<file path="src/rtl/dip_pkg.sv">
// Constants, register map and carrier types of the dual interrupt block.
// Assumes a 100 MHz system clock and an 8-bit host I/O port.
package dip_pkg;

   // ****************************************************************
   // Clock and timing
   // ****************************************************************
   localparam int unsigned CLK_HZ = 100_000_000; // System clock rate.
   localparam int unsigned TIMER_BASE_HZ = 2_000_000; // Timer base rate.
   // Cycles of the system clock per timer base tick.
   localparam int unsigned BASE_DIV = CLK_HZ / TIMER_BASE_HZ;

   // ****************************************************************
   // Register offsets on the host I/O port
   // ****************************************************************
   localparam logic [7:0] OFS_TIMER_COUNT_0 = 8'h40; // Counter 0 byte.
   localparam logic [7:0] OFS_TIMER_COUNT_1 = 8'h42; // Counter 1 byte.
   localparam logic [7:0] OFS_TIMER_COUNT_2 = 8'h44; // Counter 2 byte.
   localparam logic [7:0] OFS_TIMER_MODE_CONTROL = 8'h46; // Control.
   localparam logic [7:0] OFS_IRQ_SOURCE_SELECT = 8'h48; // Sources.
   localparam logic [7:0] OFS_IRQ_STATUS = 8'h4A; // Pending, W1C.
   localparam logic [7:0] OFS_BRIDGE_IRQ_CTRL = 8'h4C; // Line gate.

   // ****************************************************************
   // Field positions and reset values
   // ****************************************************************
   localparam int unsigned SEL_ACQ_BIT = 0; // Acquisition source bit.
   localparam int unsigned SEL_TMR_BIT = 1; // Timer/external bit.
   localparam int unsigned ST_ACQ_BIT = 0; // Acquisition pending.
   localparam int unsigned ST_TMR_BIT = 1; // Timer/external pending.
   localparam int unsigned ST_LINE_BIT = 2; // Merged line active.
   localparam int unsigned BRG_EN_BIT = 0; // Bridge line enable.
   localparam logic [1:0] SEL_RESET = 2'h0; // First sources chosen.
   localparam logic BRG_EN_RESET = 1'b0; // Line gated off.
   localparam logic [10:0] FIFO_HALF_WORDS = 11'h200; // Half-full.
   localparam logic [1:0] RW_LATCH = 2'h0; // Control: latch count.
   localparam logic [1:0] RW_LSB = 2'h1; // Control: low byte only.
   localparam logic [1:0] RW_MSB = 2'h2; // Control: high byte only.
   localparam logic [1:0] RW_BOTH = 2'h3; // Control: low then high.
   localparam logic [2:0] MODE_RESET = 3'h3; // Square wave mode.

   // One host I/O access, sampled on the system clock.
   typedef struct packed {
      logic [7:0] addr; // Byte address.
      logic wr; // One-cycle write strobe.
      logic rd; // One-cycle read strobe.
      logic [7:0] wdata; // Write data.
   } dip_io_req_s;

endpackage : dip_pkg

</file>
<file path="src/rtl/dip_dual_irq_pacer.sv">
// Dual interrupt source and pacer timer block of the acquisition card.
// Assumes an 8-bit host I/O port on the system clock; the line pin is
// open drain and the acquisition strobes come from same-clock logic.
//
// Summary of operation
// - Two independent requests may be pending together.
// - Both requests merge onto one interrupt line.
// - First request: conversion done or FIFO half-full.
// - Second request: pacer output or external request.
// - One select bit per request chooses source.
// - Software reads which request is pending.
// - Request held until cleared; software checks other.
// - Bridge enable gates merged line independently.
// - Timers one and two cascade from 2 MHz.
// - Each timer divisor reaches 65536, written as zero.
// - Pacer feeds second request and conversion trigger.
// - Four offsets address counter bytes and control.
// - Half-full means 512 words in the FIFO.
// - Conversion done when result sits in FIFO.
`timescale 1ns/1ns
module dip_dual_irq_pacer
   import dip_pkg::*;
(
   input wire logic i_clk, // System clock, 100 MHz.
   input wire logic i_nrst, // Asynchronous reset, active low.
   input wire logic [7:0] i_io_addr, // Host I/O byte address.
   input wire logic i_io_wr, // Write strobe, one cycle.
   input wire logic i_io_rd, // Read strobe, one cycle.
   input wire logic [7:0] i_io_wdata, // Write data.
   output logic [7:0] o_io_rdata, // Read data, valid after a read.
   input wire logic i_adc_result_stored, // Result written to FIFO.
   input wire logic [10:0] i_fifo_words, // Words held in the FIFO.
   input wire logic i_ext_irq, // External request pin.
   output logic o_adc_pacer_trigger, // Conversion trigger pulse.
   output logic o_inta_n, // Line level when driven.
   output logic o_inta_n_oe // Low while the line is pulled low.
);

   // ****************************************************************
   // Host access decode
   // ****************************************************************
   dip_io_req_s req; // The host access bundled.
   assign req = '{addr: i_io_addr, wr: i_io_wr, rd: i_io_rd,
                  wdata: i_io_wdata};

   // Address match, used by every register of the map.
   function automatic logic hit(input logic [7:0] a,
                                input logic [7:0] ofs);
      hit = (a == ofs);
   endfunction : hit

   wire sel_ctrl_wr = req.wr & hit(req.addr, OFS_TIMER_MODE_CONTROL);
   wire sel_isc_wr = req.wr & hit(req.addr, OFS_IRQ_SOURCE_SELECT);
   wire sel_st_wr = req.wr & hit(req.addr, OFS_IRQ_STATUS);
   wire sel_brg_wr = req.wr & hit(req.addr, OFS_BRIDGE_IRQ_CTRL);
   wire [1:0] ctrl_counter = req.wdata[7:6]; // Counter addressed.
   wire [1:0] ctrl_rw = req.wdata[5:4]; // Byte access kind.
   wire [2:0] ctrl_mode = req.wdata[3:1]; // Counting mode.

   // ****************************************************************
   // Pin synchroniser and timer base
   // ****************************************************************
   logic ext_meta; // First stage, read only by the second.
   logic ext_sync; // Synchronised external request.
   logic [$clog2(BASE_DIV)-1:0] base_cnt; // Base divider.
   logic base_tick; // One cycle in every BASE_DIV.

   // The external pin is asynchronous, so it passes two flops first.
   always_ff @(posedge i_clk or negedge i_nrst) begin
      if (!i_nrst) begin
         ext_meta <= 1'b0;
         ext_sync <= 1'b0;
      end else begin
         ext_meta <= i_ext_irq;
         ext_sync <= ext_meta;
      end
   end

   // Divide the system clock down to the 2 MHz timer base.
   always_ff @(posedge i_clk or negedge i_nrst) begin
      if (!i_nrst) begin
         base_cnt <= '0;
         base_tick <= 1'b0;
      end else begin
         base_tick <= (base_cnt == ($clog2(BASE_DIV))'(BASE_DIV - 1));
         if (base_cnt == ($clog2(BASE_DIV))'(BASE_DIV - 1)) begin
            base_cnt <= '0;
         end else begin
            base_cnt <= base_cnt + 1'b1;
         end
      end
   end

   // ****************************************************************
   // Timer counters with byte-wise access
   // ****************************************************************
   localparam logic [7:0] CNT_OFS [3] = '{OFS_TIMER_COUNT_0,
                                          OFS_TIMER_COUNT_1,
                                          OFS_TIMER_COUNT_2};
   logic [2:0] cnt_out; // Counter outputs.
   logic [2:0] cnt_tick; // Count steps.
   logic [2:0] cnt_hit; // Offset match per counter.
   logic [7:0] cnt_rbyte [3]; // Byte each counter offers on a read.
   logic out1_q; // Counter one output, previous cycle.
   logic out2_q; // Counter two output, previous cycle.
   logic pacer_rise; // Rising edge of the pacer output.

   // Cascade: counter two steps on each rising edge of counter one,
   // so the fastest pacer is the base divided by two times two.
   assign cnt_tick[1] = base_tick;
   assign cnt_tick[2] = cnt_out[1] & ~out1_q;
   // The pre-trigger counter counts conversion triggers.
   assign cnt_tick[0] = o_adc_pacer_trigger;
   assign pacer_rise = cnt_out[2] & ~out2_q;

   genvar g;
   generate
      for (g = 0; g < 3; g++) begin : g_cnt
         logic [1:0] rw; // Byte access kind.
         logic [2:0] mode; // Counting mode.
         logic wr_hi; // Next write takes the high byte.
         logic rd_hi; // Next read gives the high byte.
         logic [7:0] lsb_hold; // Low byte held for the pair.
         logic [15:0] divisor; // Divisor written by software.
         logic [15:0] latched; // Value caught by a latch command.
         logic latch_valid; // Latched value awaits reading.
         logic load; // Divisor complete this cycle.
         logic [15:0] value; // Live count.
         wire ctl = sel_ctrl_wr & (ctrl_counter == 2'(g));
         wire wr = req.wr & cnt_hit[g];
         wire rd = req.rd & cnt_hit[g];
         wire [15:0] shown = latch_valid ? latched : value;
         wire take_hi = (rw == RW_MSB) | ((rw == RW_BOTH) & rd_hi);
         wire [15:0] next_div = (rw == RW_LSB) ? {8'h00, req.wdata}
                              : (rw == RW_MSB) ? {req.wdata, 8'h00}
                              : {req.wdata, lsb_hold};

         assign cnt_hit[g] = hit(req.addr, CNT_OFS[g]);
         assign cnt_rbyte[g] = take_hi ? shown[15:8] : shown[7:0];
         assign load = wr & ((rw != RW_BOTH) | wr_hi);

         // Control byte, byte sequencing and the read latch.
         always_ff @(posedge i_clk or negedge i_nrst) begin
            if (!i_nrst) begin
               rw <= RW_BOTH;
               mode <= MODE_RESET;
               wr_hi <= 1'b0;
               rd_hi <= 1'b0;
               lsb_hold <= 8'h00;
               divisor <= 16'h0000;
               latched <= 16'h0000;
               latch_valid <= 1'b0;
            end else begin
               if (ctl && ctrl_rw == RW_LATCH) begin
                  latched <= value;
                  latch_valid <= 1'b1;
                  rd_hi <= 1'b0;
               end else if (ctl) begin
                  rw <= ctrl_rw;
                  mode <= ctrl_mode;
                  wr_hi <= 1'b0;
                  rd_hi <= 1'b0;
                  latch_valid <= 1'b0;
               end else begin
                  if (wr && rw == RW_BOTH) begin
                     wr_hi <= ~wr_hi;
                  end
                  if (wr && !wr_hi) begin
                     lsb_hold <= req.wdata;
                  end
                  if (load) begin
                     divisor <= next_div;
                  end
                  if (rd && rw == RW_BOTH) begin
                     rd_hi <= ~rd_hi;
                  end
                  // A latched value is released once fully read.
                  if (rd && (rw != RW_BOTH || rd_hi)) begin
                     latch_valid <= 1'b0;
                  end
               end
            end
         end

         dip_timer_counter u_counter (
            .i_clk(i_clk),
            .i_nrst(i_nrst),
            .i_tick(cnt_tick[g]),
            .i_load(load),
            .i_divisor(next_div),
            .i_mode(mode),
            .o_out(cnt_out[g]),
            .o_value(value)
         );
      end
   endgenerate

   // Edge history and the one-cycle conversion trigger.
   always_ff @(posedge i_clk or negedge i_nrst) begin
      if (!i_nrst) begin
         out1_q <= 1'b1;
         out2_q <= 1'b1;
         o_adc_pacer_trigger <= 1'b0;
      end else begin
         out1_q <= cnt_out[1];
         out2_q <= cnt_out[2];
         o_adc_pacer_trigger <= pacer_rise;
      end
   end

   // ****************************************************************
   // Source selection and request latches
   // ****************************************************************
   logic [1:0] irq_source_select_reg; // One bit per request.
   logic bridge_irq_en; // Bridge gate of the merged line.
   logic acq_irq_request; // First request pending.
   logic timer_ext_irq_request; // Second request pending.
   logic line_active; // Registered merged request.

   // Half-full counts whole words already held in the FIFO.
   wire fifo_half = (i_fifo_words >= FIFO_HALF_WORDS);
   // Zero picks the first listed source, one the second.
   wire acq_src = irq_source_select_reg[SEL_ACQ_BIT] ? fifo_half
                : i_adc_result_stored;
   wire tmr_src = irq_source_select_reg[SEL_TMR_BIT] ? ext_sync
                : cnt_out[2];
   wire clr_acq = sel_st_wr & req.wdata[ST_ACQ_BIT];
   wire clr_tmr = sel_st_wr & req.wdata[ST_TMR_BIT];
   wire next_line = bridge_irq_en & (acq_irq_request |
                                     timer_ext_irq_request);

   // Two independent latches so both can be pending together.
   dip_irq_latch u_acq_latch (
      .i_clk(i_clk),
      .i_nrst(i_nrst),
      .i_src(acq_src),
      .i_clear(clr_acq),
      .o_pending(acq_irq_request)
   );

   dip_irq_latch u_tmr_latch (
      .i_clk(i_clk),
      .i_nrst(i_nrst),
      .i_src(tmr_src),
      .i_clear(clr_tmr),
      .o_pending(timer_ext_irq_request)
   );

   // Select and gate registers, and the single merged line.
   always_ff @(posedge i_clk or negedge i_nrst) begin
      if (!i_nrst) begin
         irq_source_select_reg <= SEL_RESET;
         bridge_irq_en <= BRG_EN_RESET;
         line_active <= 1'b0;
      end else begin
         if (sel_isc_wr) begin
            irq_source_select_reg <= req.wdata[1:0];
         end
         if (sel_brg_wr) begin
            bridge_irq_en <= req.wdata[BRG_EN_BIT];
         end
         line_active <= next_line;
      end
   end

   // Open drain: only ever pull low, never drive high.
   assign o_inta_n = 1'b0;
   assign o_inta_n_oe = ~line_active;

   // ****************************************************************
   // Read data
   // ****************************************************************
   logic [7:0] next_rdata; // Byte selected for the current read.
   wire [7:0] status = {5'h00, line_active, timer_ext_irq_request,
                        acq_irq_request};

   // Unmapped offsets and the write-only control byte read as zero.
   always_comb begin
      next_rdata = 8'h00;
      if (cnt_hit[0]) begin
         next_rdata = cnt_rbyte[0];
      end else if (cnt_hit[1]) begin
         next_rdata = cnt_rbyte[1];
      end else if (cnt_hit[2]) begin
         next_rdata = cnt_rbyte[2];
      end else if (hit(req.addr, OFS_IRQ_SOURCE_SELECT)) begin
         next_rdata = {6'h00, irq_source_select_reg};
      end else if (hit(req.addr, OFS_IRQ_STATUS)) begin
         next_rdata = status;
      end else if (hit(req.addr, OFS_BRIDGE_IRQ_CTRL)) begin
         next_rdata = {7'h00, bridge_irq_en};
      end
   end

   // Read data holds until the next read strobe.
   always_ff @(posedge i_clk or negedge i_nrst) begin
      if (!i_nrst) begin
         o_io_rdata <= 8'h00;
      end else if (req.rd) begin
         o_io_rdata <= next_rdata;
      end
   end

   // ****************************************************************
   // Checks
   // ****************************************************************
   AST_LINE_MERGE: assert property (@(posedge i_clk) disable iff (!i_nrst)
      bridge_irq_en && (acq_irq_request || timer_ext_irq_request)
      |=> !o_inta_n_oe) else $error("pending request not on line");
   AST_LINE_GATE: assert property (@(posedge i_clk) disable iff (!i_nrst)
      !bridge_irq_en |=> o_inta_n_oe) else $error("gated line pulled");
   AST_STATUS_READ: assert property (@(posedge i_clk) disable iff (!i_nrst)
      req.rd && hit(req.addr, OFS_IRQ_STATUS) |=>
      o_io_rdata[1:0] == $past({timer_ext_irq_request, acq_irq_request}))
      else $error("status read wrong");
   AST_PACER_TRIG: assert property (@(posedge i_clk) disable iff (!i_nrst)
      pacer_rise |=> o_adc_pacer_trigger ##1 !o_adc_pacer_trigger)
      else $error("pacer trigger not one pulse");
   AST_HALF_FULL: assert property (@(posedge i_clk) disable iff (!i_nrst)
      irq_source_select_reg[SEL_ACQ_BIT] && !clr_acq &&
      $past(irq_source_select_reg[SEL_ACQ_BIT]) && $past(i_nrst) &&
      i_fifo_words == 11'h200 && $past(i_fifo_words) == 11'h1FF
      |=> acq_irq_request) else $error("half-full missed");
   AST_BASE_RATE: assert property (@(posedge i_clk) disable iff (!i_nrst)
      base_tick |=> !base_tick [*8]) else $error("base tick too fast");

endmodule : dip_dual_irq_pacer

</file>
<file path="src/rtl/dip_irq_latch.sv">
// One sticky interrupt request with a rising-edge set and a clear strobe.
// Assumes the source is already on the system clock.
`timescale 1ns/1ns
module dip_irq_latch
   import dip_pkg::*;
(
   input wire logic i_clk, // System clock.
   input wire logic i_nrst, // Asynchronous reset, active low.
   input wire logic i_src, // Selected source level.
   input wire logic i_clear, // One-cycle clear from software.
   output logic o_pending // Request held until cleared.
);

   // ****************************************************************
   // Edge detection and sticky flag
   // ****************************************************************
   logic src_q; // Source seen one cycle earlier.
   logic pending; // Sticky request.
   // Low until the source has been seen once after reset. A source that
   // idles high, such as a rate timer output, would otherwise look like a
   // fresh edge at the first clock and raise a request nobody asked for.
   logic primed;
   wire rise = i_src & ~src_q & primed; // Rising edge of the source.
   // A new edge in the clear cycle wins, so no event is lost.
   wire next_pending = rise | (pending & ~i_clear);

   // Capture the edge and hold the request.
   always_ff @(posedge i_clk or negedge i_nrst) begin
      if (!i_nrst) begin
         src_q <= 1'b0;
         pending <= 1'b0;
         primed <= 1'b0;
      end else begin
         src_q <= i_src;
         primed <= 1'b1;
         pending <= next_pending;
      end
   end

   assign o_pending = pending;

   // ****************************************************************
   // Checks
   // ****************************************************************
   AST_LATCH_SET: assert property (@(posedge i_clk) disable iff (!i_nrst)
      rise |=> o_pending) else $error("edge did not set request");
   AST_LATCH_HOLD: assert property (@(posedge i_clk) disable iff (!i_nrst)
      o_pending && !i_clear |=> o_pending)
      else $error("request dropped without clear");
   AST_LATCH_CLEAR: assert property (@(posedge i_clk) disable iff (!i_nrst)
      o_pending && i_clear && !rise |=> !o_pending)
      else $error("clear did not drop request");

endmodule : dip_irq_latch

</file>
<file path="src/rtl/dip_timer_counter.sv">
// One down counter of the programmable timer, in rate, square or one-shot.
// Assumes i_tick is a one-cycle pulse on the system clock.
`timescale 1ns/1ns
module dip_timer_counter
   import dip_pkg::*;
(
   input wire logic i_clk, // System clock.
   input wire logic i_nrst, // Asynchronous reset, active low.
   input wire logic i_tick, // One count step.
   input wire logic i_load, // Divisor complete, restart counting.
   input wire logic [15:0] i_divisor, // Divisor, zero means 65536.
   input wire logic [2:0] i_mode, // Counting mode.
   output logic o_out, // Counter output level.
   output logic [15:0] o_value // Current count.
);

   // ****************************************************************
   // Count state
   // ****************************************************************
   logic [16:0] count; // Seventeen bits so a zero divisor means 65536.
   logic [16:0] reload; // Period in ticks.
   logic armed; // Counting after a load.
   logic out; // Registered output.
   wire periodic = i_mode[1]; // Modes 2 and 3 repeat.
   wire square = i_mode[1] & i_mode[0]; // Mode 3 square wave.
   wire [16:0] next_reload = (i_divisor == 16'h0000) ? 17'h10000
                                                      : {1'b0, i_divisor};
   wire term = armed & i_tick & (count == 17'h00001); // Last step.
   // Square wave stays high for the upper half of the period.
   wire next_out = !armed ? 1'b1
                 : square ? (count > {1'b0, reload[16:1]})
                 : periodic ? (count != 17'h00001)
                 : 1'b0;

   // Count down, reload in the periodic modes, stop in one-shot.
   always_ff @(posedge i_clk or negedge i_nrst) begin
      if (!i_nrst) begin
         count <= 17'h00000;
         reload <= 17'h00000;
         armed <= 1'b0;
         out <= 1'b1;
      end else begin
         out <= next_out;
         if (i_load) begin
            reload <= next_reload;
            count <= next_reload;
            armed <= 1'b1;
         end else if (term) begin
            count <= periodic ? reload : 17'h00000;
            armed <= periodic;
         end else if (armed && i_tick) begin
            count <= count - 17'h00001;
         end
      end
   end

   assign o_out = out;
   assign o_value = count[15:0];

   // ****************************************************************
   // Checks
   // ****************************************************************
   AST_TC_RELOAD: assert property (@(posedge i_clk) disable iff (!i_nrst)
      term && periodic && !i_load |=> count == $past(reload))
      else $error("periodic counter did not reload");
   AST_TC_LOAD: assert property (@(posedge i_clk) disable iff (!i_nrst)
      i_load |=> armed && count == $past(next_reload))
      else $error("divisor load failed");

endmodule : dip_timer_counter
</file>
<file path="config.mk">
export PLATFORM = sky130hd
export DESIGN_NAME = dip_dual_irq_pacer
export DESIGN_NICKNAME = d
export VERILOG_FILES = /design/src/rtl/dip_pkg.sv /design/src/rtl/dip_dual_irq_pacer.sv /design/src/rtl/dip_irq_latch.sv /design/src/rtl/dip_timer_counter.sv
export SDC_FILE = /design/constraint.sdc
export NUM_CORES = 1
export LEC_CHECK = 0
export BUFFER_PORTS_ARGS = -buffer_cell sky130_fd_sc_hd__buf_2
export CAP_MARGIN = 10
export CORE_AREA = 10 10 214 175
export DETAILED_ROUTE_END_ITERATION = 10
export DIE_AREA = 0 0 224 185
export MAX_ROUTING_LAYER = met4
export PLACE_DENSITY_LB_ADDON = 0.12
export SYNTH_ARGS = -nofsm -noshare
export SYNTH_HDL_FRONTEND = slang
export SYNTH_SLANG_ARGS = --single-unit
</file>
<file path="constraint.sdc">
create_clock -name i_clk -period 5.7 [get_ports i_clk]
set_input_delay 0.855 -clock i_clk [delete_from_list [all_inputs] [get_ports i_clk]]
set_output_delay 0.855 -clock i_clk [all_outputs]
set_load 0.02 [all_outputs]
</file>
# Word level (Yosys, flattened, before mapping)
# Index checks and enable logic that the tools add are counted.
# word_totals
reg_bits	229
input_bits	33
out_inout_bits	11
wordCells	273
# op_classes
add_sub_neg	4
n_lt_le_gt_ge	3
eq_ne	27
muxes	72
n_bitwise	66
n_reduce_logical	53
# ops
cell	n
two-way mux 17 bit	15
two-way mux 16 bit	6
two-way mux 8 bit	9
equality test 8 x 7 -> 1 bit (second input constant)	7
equality test 17 x 1 -> 1 bit (second input constant)	3
subtractor 17 x 1 -> 17 bit (second input constant)	3
logical NOT 16 bit	3
two-way mux 1 bit	39
AND 1 bit	38
> comparator 17 x 16 -> 1 bit	2
inequality test 17 x 1 -> 1 bit (second input constant)	2
nonzero test 3 bit	9
inverter 1 bit	19
logical AND 1 bit	18
equality test 2 bit (second input constant)	7
AND reduction 2 bit	6
nonzero test 2 bit	6
>= comparator 11 x 10 -> 1 bit (second input constant)	1
OR 1 bit	9
AND reduction 3 bit	3
equality test 2 x 1 -> 1 bit (second input constant)	4
adder 6 x 1 -> 6 bit (second input constant)	1
equality test 6 bit (second input constant)	1
two-way mux 3 bit	2
other kinds (5)	12

# Longest topological paths before layout
# logic_depth
depth_word	7
depth_mapped	9
mapped_depth_nobuf	8

# Cells and area by module
# Synthesis repeated with hierarchy kept, for this count alone.
# unflattened
cells_unflattened	1412
area_unflattened_um2	14068.5
# by_module_without_submodules
module	instances	cells_each	area_each_um2	seq_area_each_um2
dip_dual_irq_pacer	1	519	6177.2	3020.4
dip_timer_counter (g_cnt[2].u_counter)	1	292	2603.7	902.1
dip_timer_counter (g_cnt[1].u_counter)	1	296	2571.2	902.1
dip_timer_counter (g_cnt[0].u_counter)	1	291	2518.7	902.1
dip_irq_latch	2	7	98.8	75.1

# Worst setup path after synthesis
# Ideal clock, no wire load.
# synth_timing
path_kind	input -> register
startpoint	input port i_io_addr[5]
endpoint	register g_cnt[2].latched[11]
setup_time_ns	0.125
t_arrival_ns	2.936
required_time_ns	5.575
slack_ns	2.639
path_stages	7
n_path_buf	2
path_cell_list	or4b_1 > or3b_4 > buf_6 > nor4b_4 > nand2_4 > buf_6 > mux2_4
# synth_via
elab_chain_len	4
# synth_lines
element	line_no	rtl
start, declared	dip_dual_irq_pacer.sv:26	input wire logic [7:0] i_io_addr,
equality test 8 x 7 -> 1 bit	dip_dual_irq_pacer.sv:49	hit = (a == ofs);
AND 1 bit	dip_dual_irq_pacer.sv:52	wire sel_ctrl_wr = req.wr & hit(req.addr, OFS_TIMER_MODE_CONTROL);
AND 1 bit	dip_dual_irq_pacer.sv:129	wire ctl = sel_ctrl_wr & (ctrl_counter == 2'(g));
logical AND 1 bit	dip_dual_irq_pacer.sv:154	if (ctl && ctrl_rw == RW_LATCH) begin
end signal, assigned	dip_dual_irq_pacer.sv:155	latched <= value;
end, declared	dip_dual_irq_pacer.sv:125	logic [15:0] latched;
# Every way passes these cells.
# A chain may end at the register's enable or synchronous reset.

# Final worst setup path
# layout_timing
startpoint	input port i_io_addr[1]
endpoint	register g_cnt[0].u_counter.count[14]
# layout_via
elab_chain_len	4
elab_cells_between_ends	5
classes_between	eq/ne (1); mux (1); bitwise (2); reduce/logical (1)
# layout_lines
element	line_no	rtl
equality test 8 x 7 -> 1 bit (*)	dip_dual_irq_pacer.sv:49	
AND 1 bit (*)	dip_dual_irq_pacer.sv:130	wire wr = req.wr & cnt_hit[g];
AND 1 bit (*)	dip_dual_irq_pacer.sv:140	assign load = wr & ((rw != RW_BOTH) | wr_hi);
nonzero test 3 bit (no line) / two-way mux 17 bit (equally long branches)	--	
end signal, assigned	dip_timer_counter.sv:46	count <= next_reload;
end signal, assigned	dip_timer_counter.sv:49	count <= periodic ? reload : 17'h00000;
end signal, assigned	dip_timer_counter.sv:52	count <= count - 17'h00001;
end, declared	dip_timer_counter.sv:20	logic [16:0] count;
# Every way passes the cells marked *; elsewhere a longest branch is shown, timed or not.

==> flow_summary.yaml <==
sta:
  min_period_over_period_pct: 59.0
  setup_total_negative_slack_ns: 0
  report.final.hold_viol_count: 0
  grt_setup_unrepaired: "no"
  slew-limit-headroom_pct: 19.5
  report.final.slew_viol_count: 0
  post-route-min-period_ns: 3.36
  worst_slew_pin_slew_ns: 1.20
  max_freq_ghz: 0.297
  report.final.setup_viol: 0
  whs_ns: 0.301
  clock_skew_ns: 0.0288
placement:
  routabilityCongestion: 0.823
  dpl.hpwl_mm: 26.1
  placement.cell_area_um2: 13300
  port-buffer-count: 33
clock_network:
  htree_levels: 1
  cts-buffers-inserted: 27
  tritoncts: "done"
  clockBufferDepth: 3
  cts.clk_slew.worst_paths_ns: 0.06
  clkSinkCount: 228
  post_cts_resized: 0
  clock_insertion_delay_at_the_later_pin_of_the_skew_report_ns: 0.56
  post_cts.repair.setup_buffers: 0
  quantity_of_hold_fixing_buffers_added_after_cts: 0
  cts.root.buffer_cell: "sky130_fd_sc_hd__clkbuf_16"
synth:
  syn-mean-instance-area_um2: 9.88
  synth-seq-cells: 228
  number_of_synthesized_flops_with_an_enable_pin: 0
  synth_top_cells_by_count: "213 x sky130_fd_sc_hd__dfrtp_1, 146 x sky130_fd_sc_hd__nand2_1, 108 x sky130_fd_sc_hd__o21ai_0"
  synth_largest_area_cell: "sky130_fd_sc_hd__dfrtp_1"
  synthDistinctLibCells: 76
  post_synth_inst_count: 1292
  synthesis.area_um2: 12800
  synthTopCellsByArea: "sky130_fd_sc_hd__dfrtp_1 42%, sky130_fd_sc_hd__mux2_2 6.7%, sky130_fd_sc_hd__nand2_1 4.3%"
  yosys_warnings: 0
  synthesis.nets: 1365
  synth-main-ff-cell: "sky130_fd_sc_hd__dfrtp_1"
  synth-seq-area-share_pct: 44.8
  synth.most_common_cell: "sky130_fd_sc_hd__dfrtp_1"
  async_reset_ff_share_pct: 100
  synth_largest_type_area_fraction_pct: 41.8
detailed_routing:
  top_layer: "met4"
  wl_met3_mm: 2.49
  met1Wirelength_mm: 19.5
  met2RoutedLength_mm: 15.3
  ant_nets: 0
  via_count: 10100
  viasPerCell: 5.79
  drc: 0
  drt_first_pass_iters: 5
  postRouteWirelength_mm: 37.9
  detailedRoute.firstIterationViolations: 880
  dr_wl_cell_um: 21.8
floorplan:
  die_h_um: 185
  initial_standard_cell_utilization_of_the_core_pct: 38.4
  design.die.area_um2: 41400
  die_boundary_width_um: 224
  ioPinCount: 44
  coreArea_um2: 33300
  cell_row_count: 60
worst_setup_path:
  criticalPathCategory: "in2reg"
  cp_data_required_time_ns: 6.18
  end_kind: "register"
  flop_to_flop_setup_slack_ns: 2.58
  reg2regPathDepth: 7
  worstPathMaxFanout: 41
  worstPathArrival_ns: 3.84
  critical_path_start_type: "primary input"
grt:
  pin_count_of_the_biggest_net_entering_global_routing: 121
  grt_pass1_vias: 9740
  grt-ovfl-total: 0
  grt_first_pass_wirelength_mm: 60.1
  groute.usage.overall_pct: 18.9
  antenna_found_initial: 0
cells_and_area:
  post_route_cells_drive_above_1_share_pct: 18.4
  area_delta_synth_final_pct: 11.3
  finalCoreUtilization_pct: 42.7
  diodes: 0
  reg.largest.list: "g_cnt.u_counter.count: 51 flops, g_cnt.u_counter.reload: 51 flops, g_cnt.latched: 48 flops"
  design_area_um2: 14200
  number_of_nets_in_the_layout: 1358
power_and_ir_drop:
  power.density_nw_per_um2: 295
  p_leak_nw: 6.32
  vdd_ir_drop_max_mv: 0.224
worst_hold_path:
  hold_path_class: "in2async"
run:
  max-cap-violations: 0
status:
  status: "finished clean"
layout by cell type, fill, tap and decap left out, types with 16 or more instances in the layout:
master                        n
sky130_fd_sc_hd__nand2_1    146
sky130_fd_sc_hd__nor4_1      17
sky130_fd_sc_hd__nor2_1     105
sky130_fd_sc_hd__inv_1       50
sky130_fd_sc_hd__a31oi_1     24
sky130_fd_sc_hd__mux2_2      76
sky130_fd_sc_hd__mux4_2      24
sky130_fd_sc_hd__buf_2       33
sky130_fd_sc_hd__nor3_1      33
sky130_fd_sc_hd__clkbuf_16   27
sky130_fd_sc_hd__nand3_1     27
sky130_fd_sc_hd__ha_1        40
sky130_fd_sc_hd__xor2_1      16
sky130_fd_sc_hd__dfrtp_1    213
sky130_fd_sc_hd__a21oi_1     62
sky130_fd_sc_hd__o21ai_0    108
power by group:
part | switching, mW | total [mW] | internal, mW
Sequential | 0.135 | 1.83 | 1.70
Combinational | 0.293 | 0.499 | 0.206
Clock | 0.704 | 1.86 | 1.15
through the flow:
step	setup WS, ns	instances	power, mW
2_1_floorplan	2.64	1292	2.15
3_3_place_gp	1.87	1689	2.35
3_5_place_dp	1.82	1689	2.36
4_1_cts	2.40	1739	4.24
5_1_grt	2.24	1740	4.37
6_report	2.34	1740	4.19
layer usage:
layer  vias to the layer above  GRT usage, %
met1                      5026          28.4
li1                       4715             -
met4                         0          3.86
met5                         -             -
met3                        44          3.38
met2                       295          25.6
area by class of cell:
class,instances,area [um^2]
clock buffer,41,808
clock inverter,9,149
fill,3237,19000
inverter,50,188
multi-input combinational,934,6540
sequential,228,5720
tap,434,543
timing repair buffer,44,268
path summary, 6_finish.rpt:
kind                                                 to                   startpoint
max in group asynchronous  g_cnt[0].u_counter.count[11]                       i_nrst
setup / recovery           g_cnt[0].u_counter.count[14]                 i_io_addr[1]
hold / removal              g_cnt[1].u_counter.count[8]                       i_nrst
setup reg to reg           g_cnt[2].u_counter.count[12]  g_cnt[2].u_counter.count[3]
min in group i_clk                             ext_sync                     ext_meta
hold reg to reg                                ext_sync                     ext_meta
critical path, cell delays in order:
cell and delay, ns:
sky130_fd_sc_hd__buf_2 0.19, sky130_fd_sc_hd__or4_1 0.70, sky130_fd_sc_hd__or4b_1 0.55, sky130_fd_sc_hd__buf_4 0.27, sky130_fd_sc_hd__nor2b_1 0.73, sky130_fd_sc_hd__nor2b_1 0.27
sky130_fd_sc_hd__nand2_1 0.12, sky130_fd_sc_hd__o211ai_1 0.12
cells by family after synthesis:
logic type,share of synthesized area (%)
simple gates,16.4
compound gates,15.9
flops,44.8
buf+inv,4.12
mux,13.0
fa+ha+maj,3.92
xor+xnor,1.78
other cells,0.0588
No activity file was read; power rests on OpenSTA's default activity.
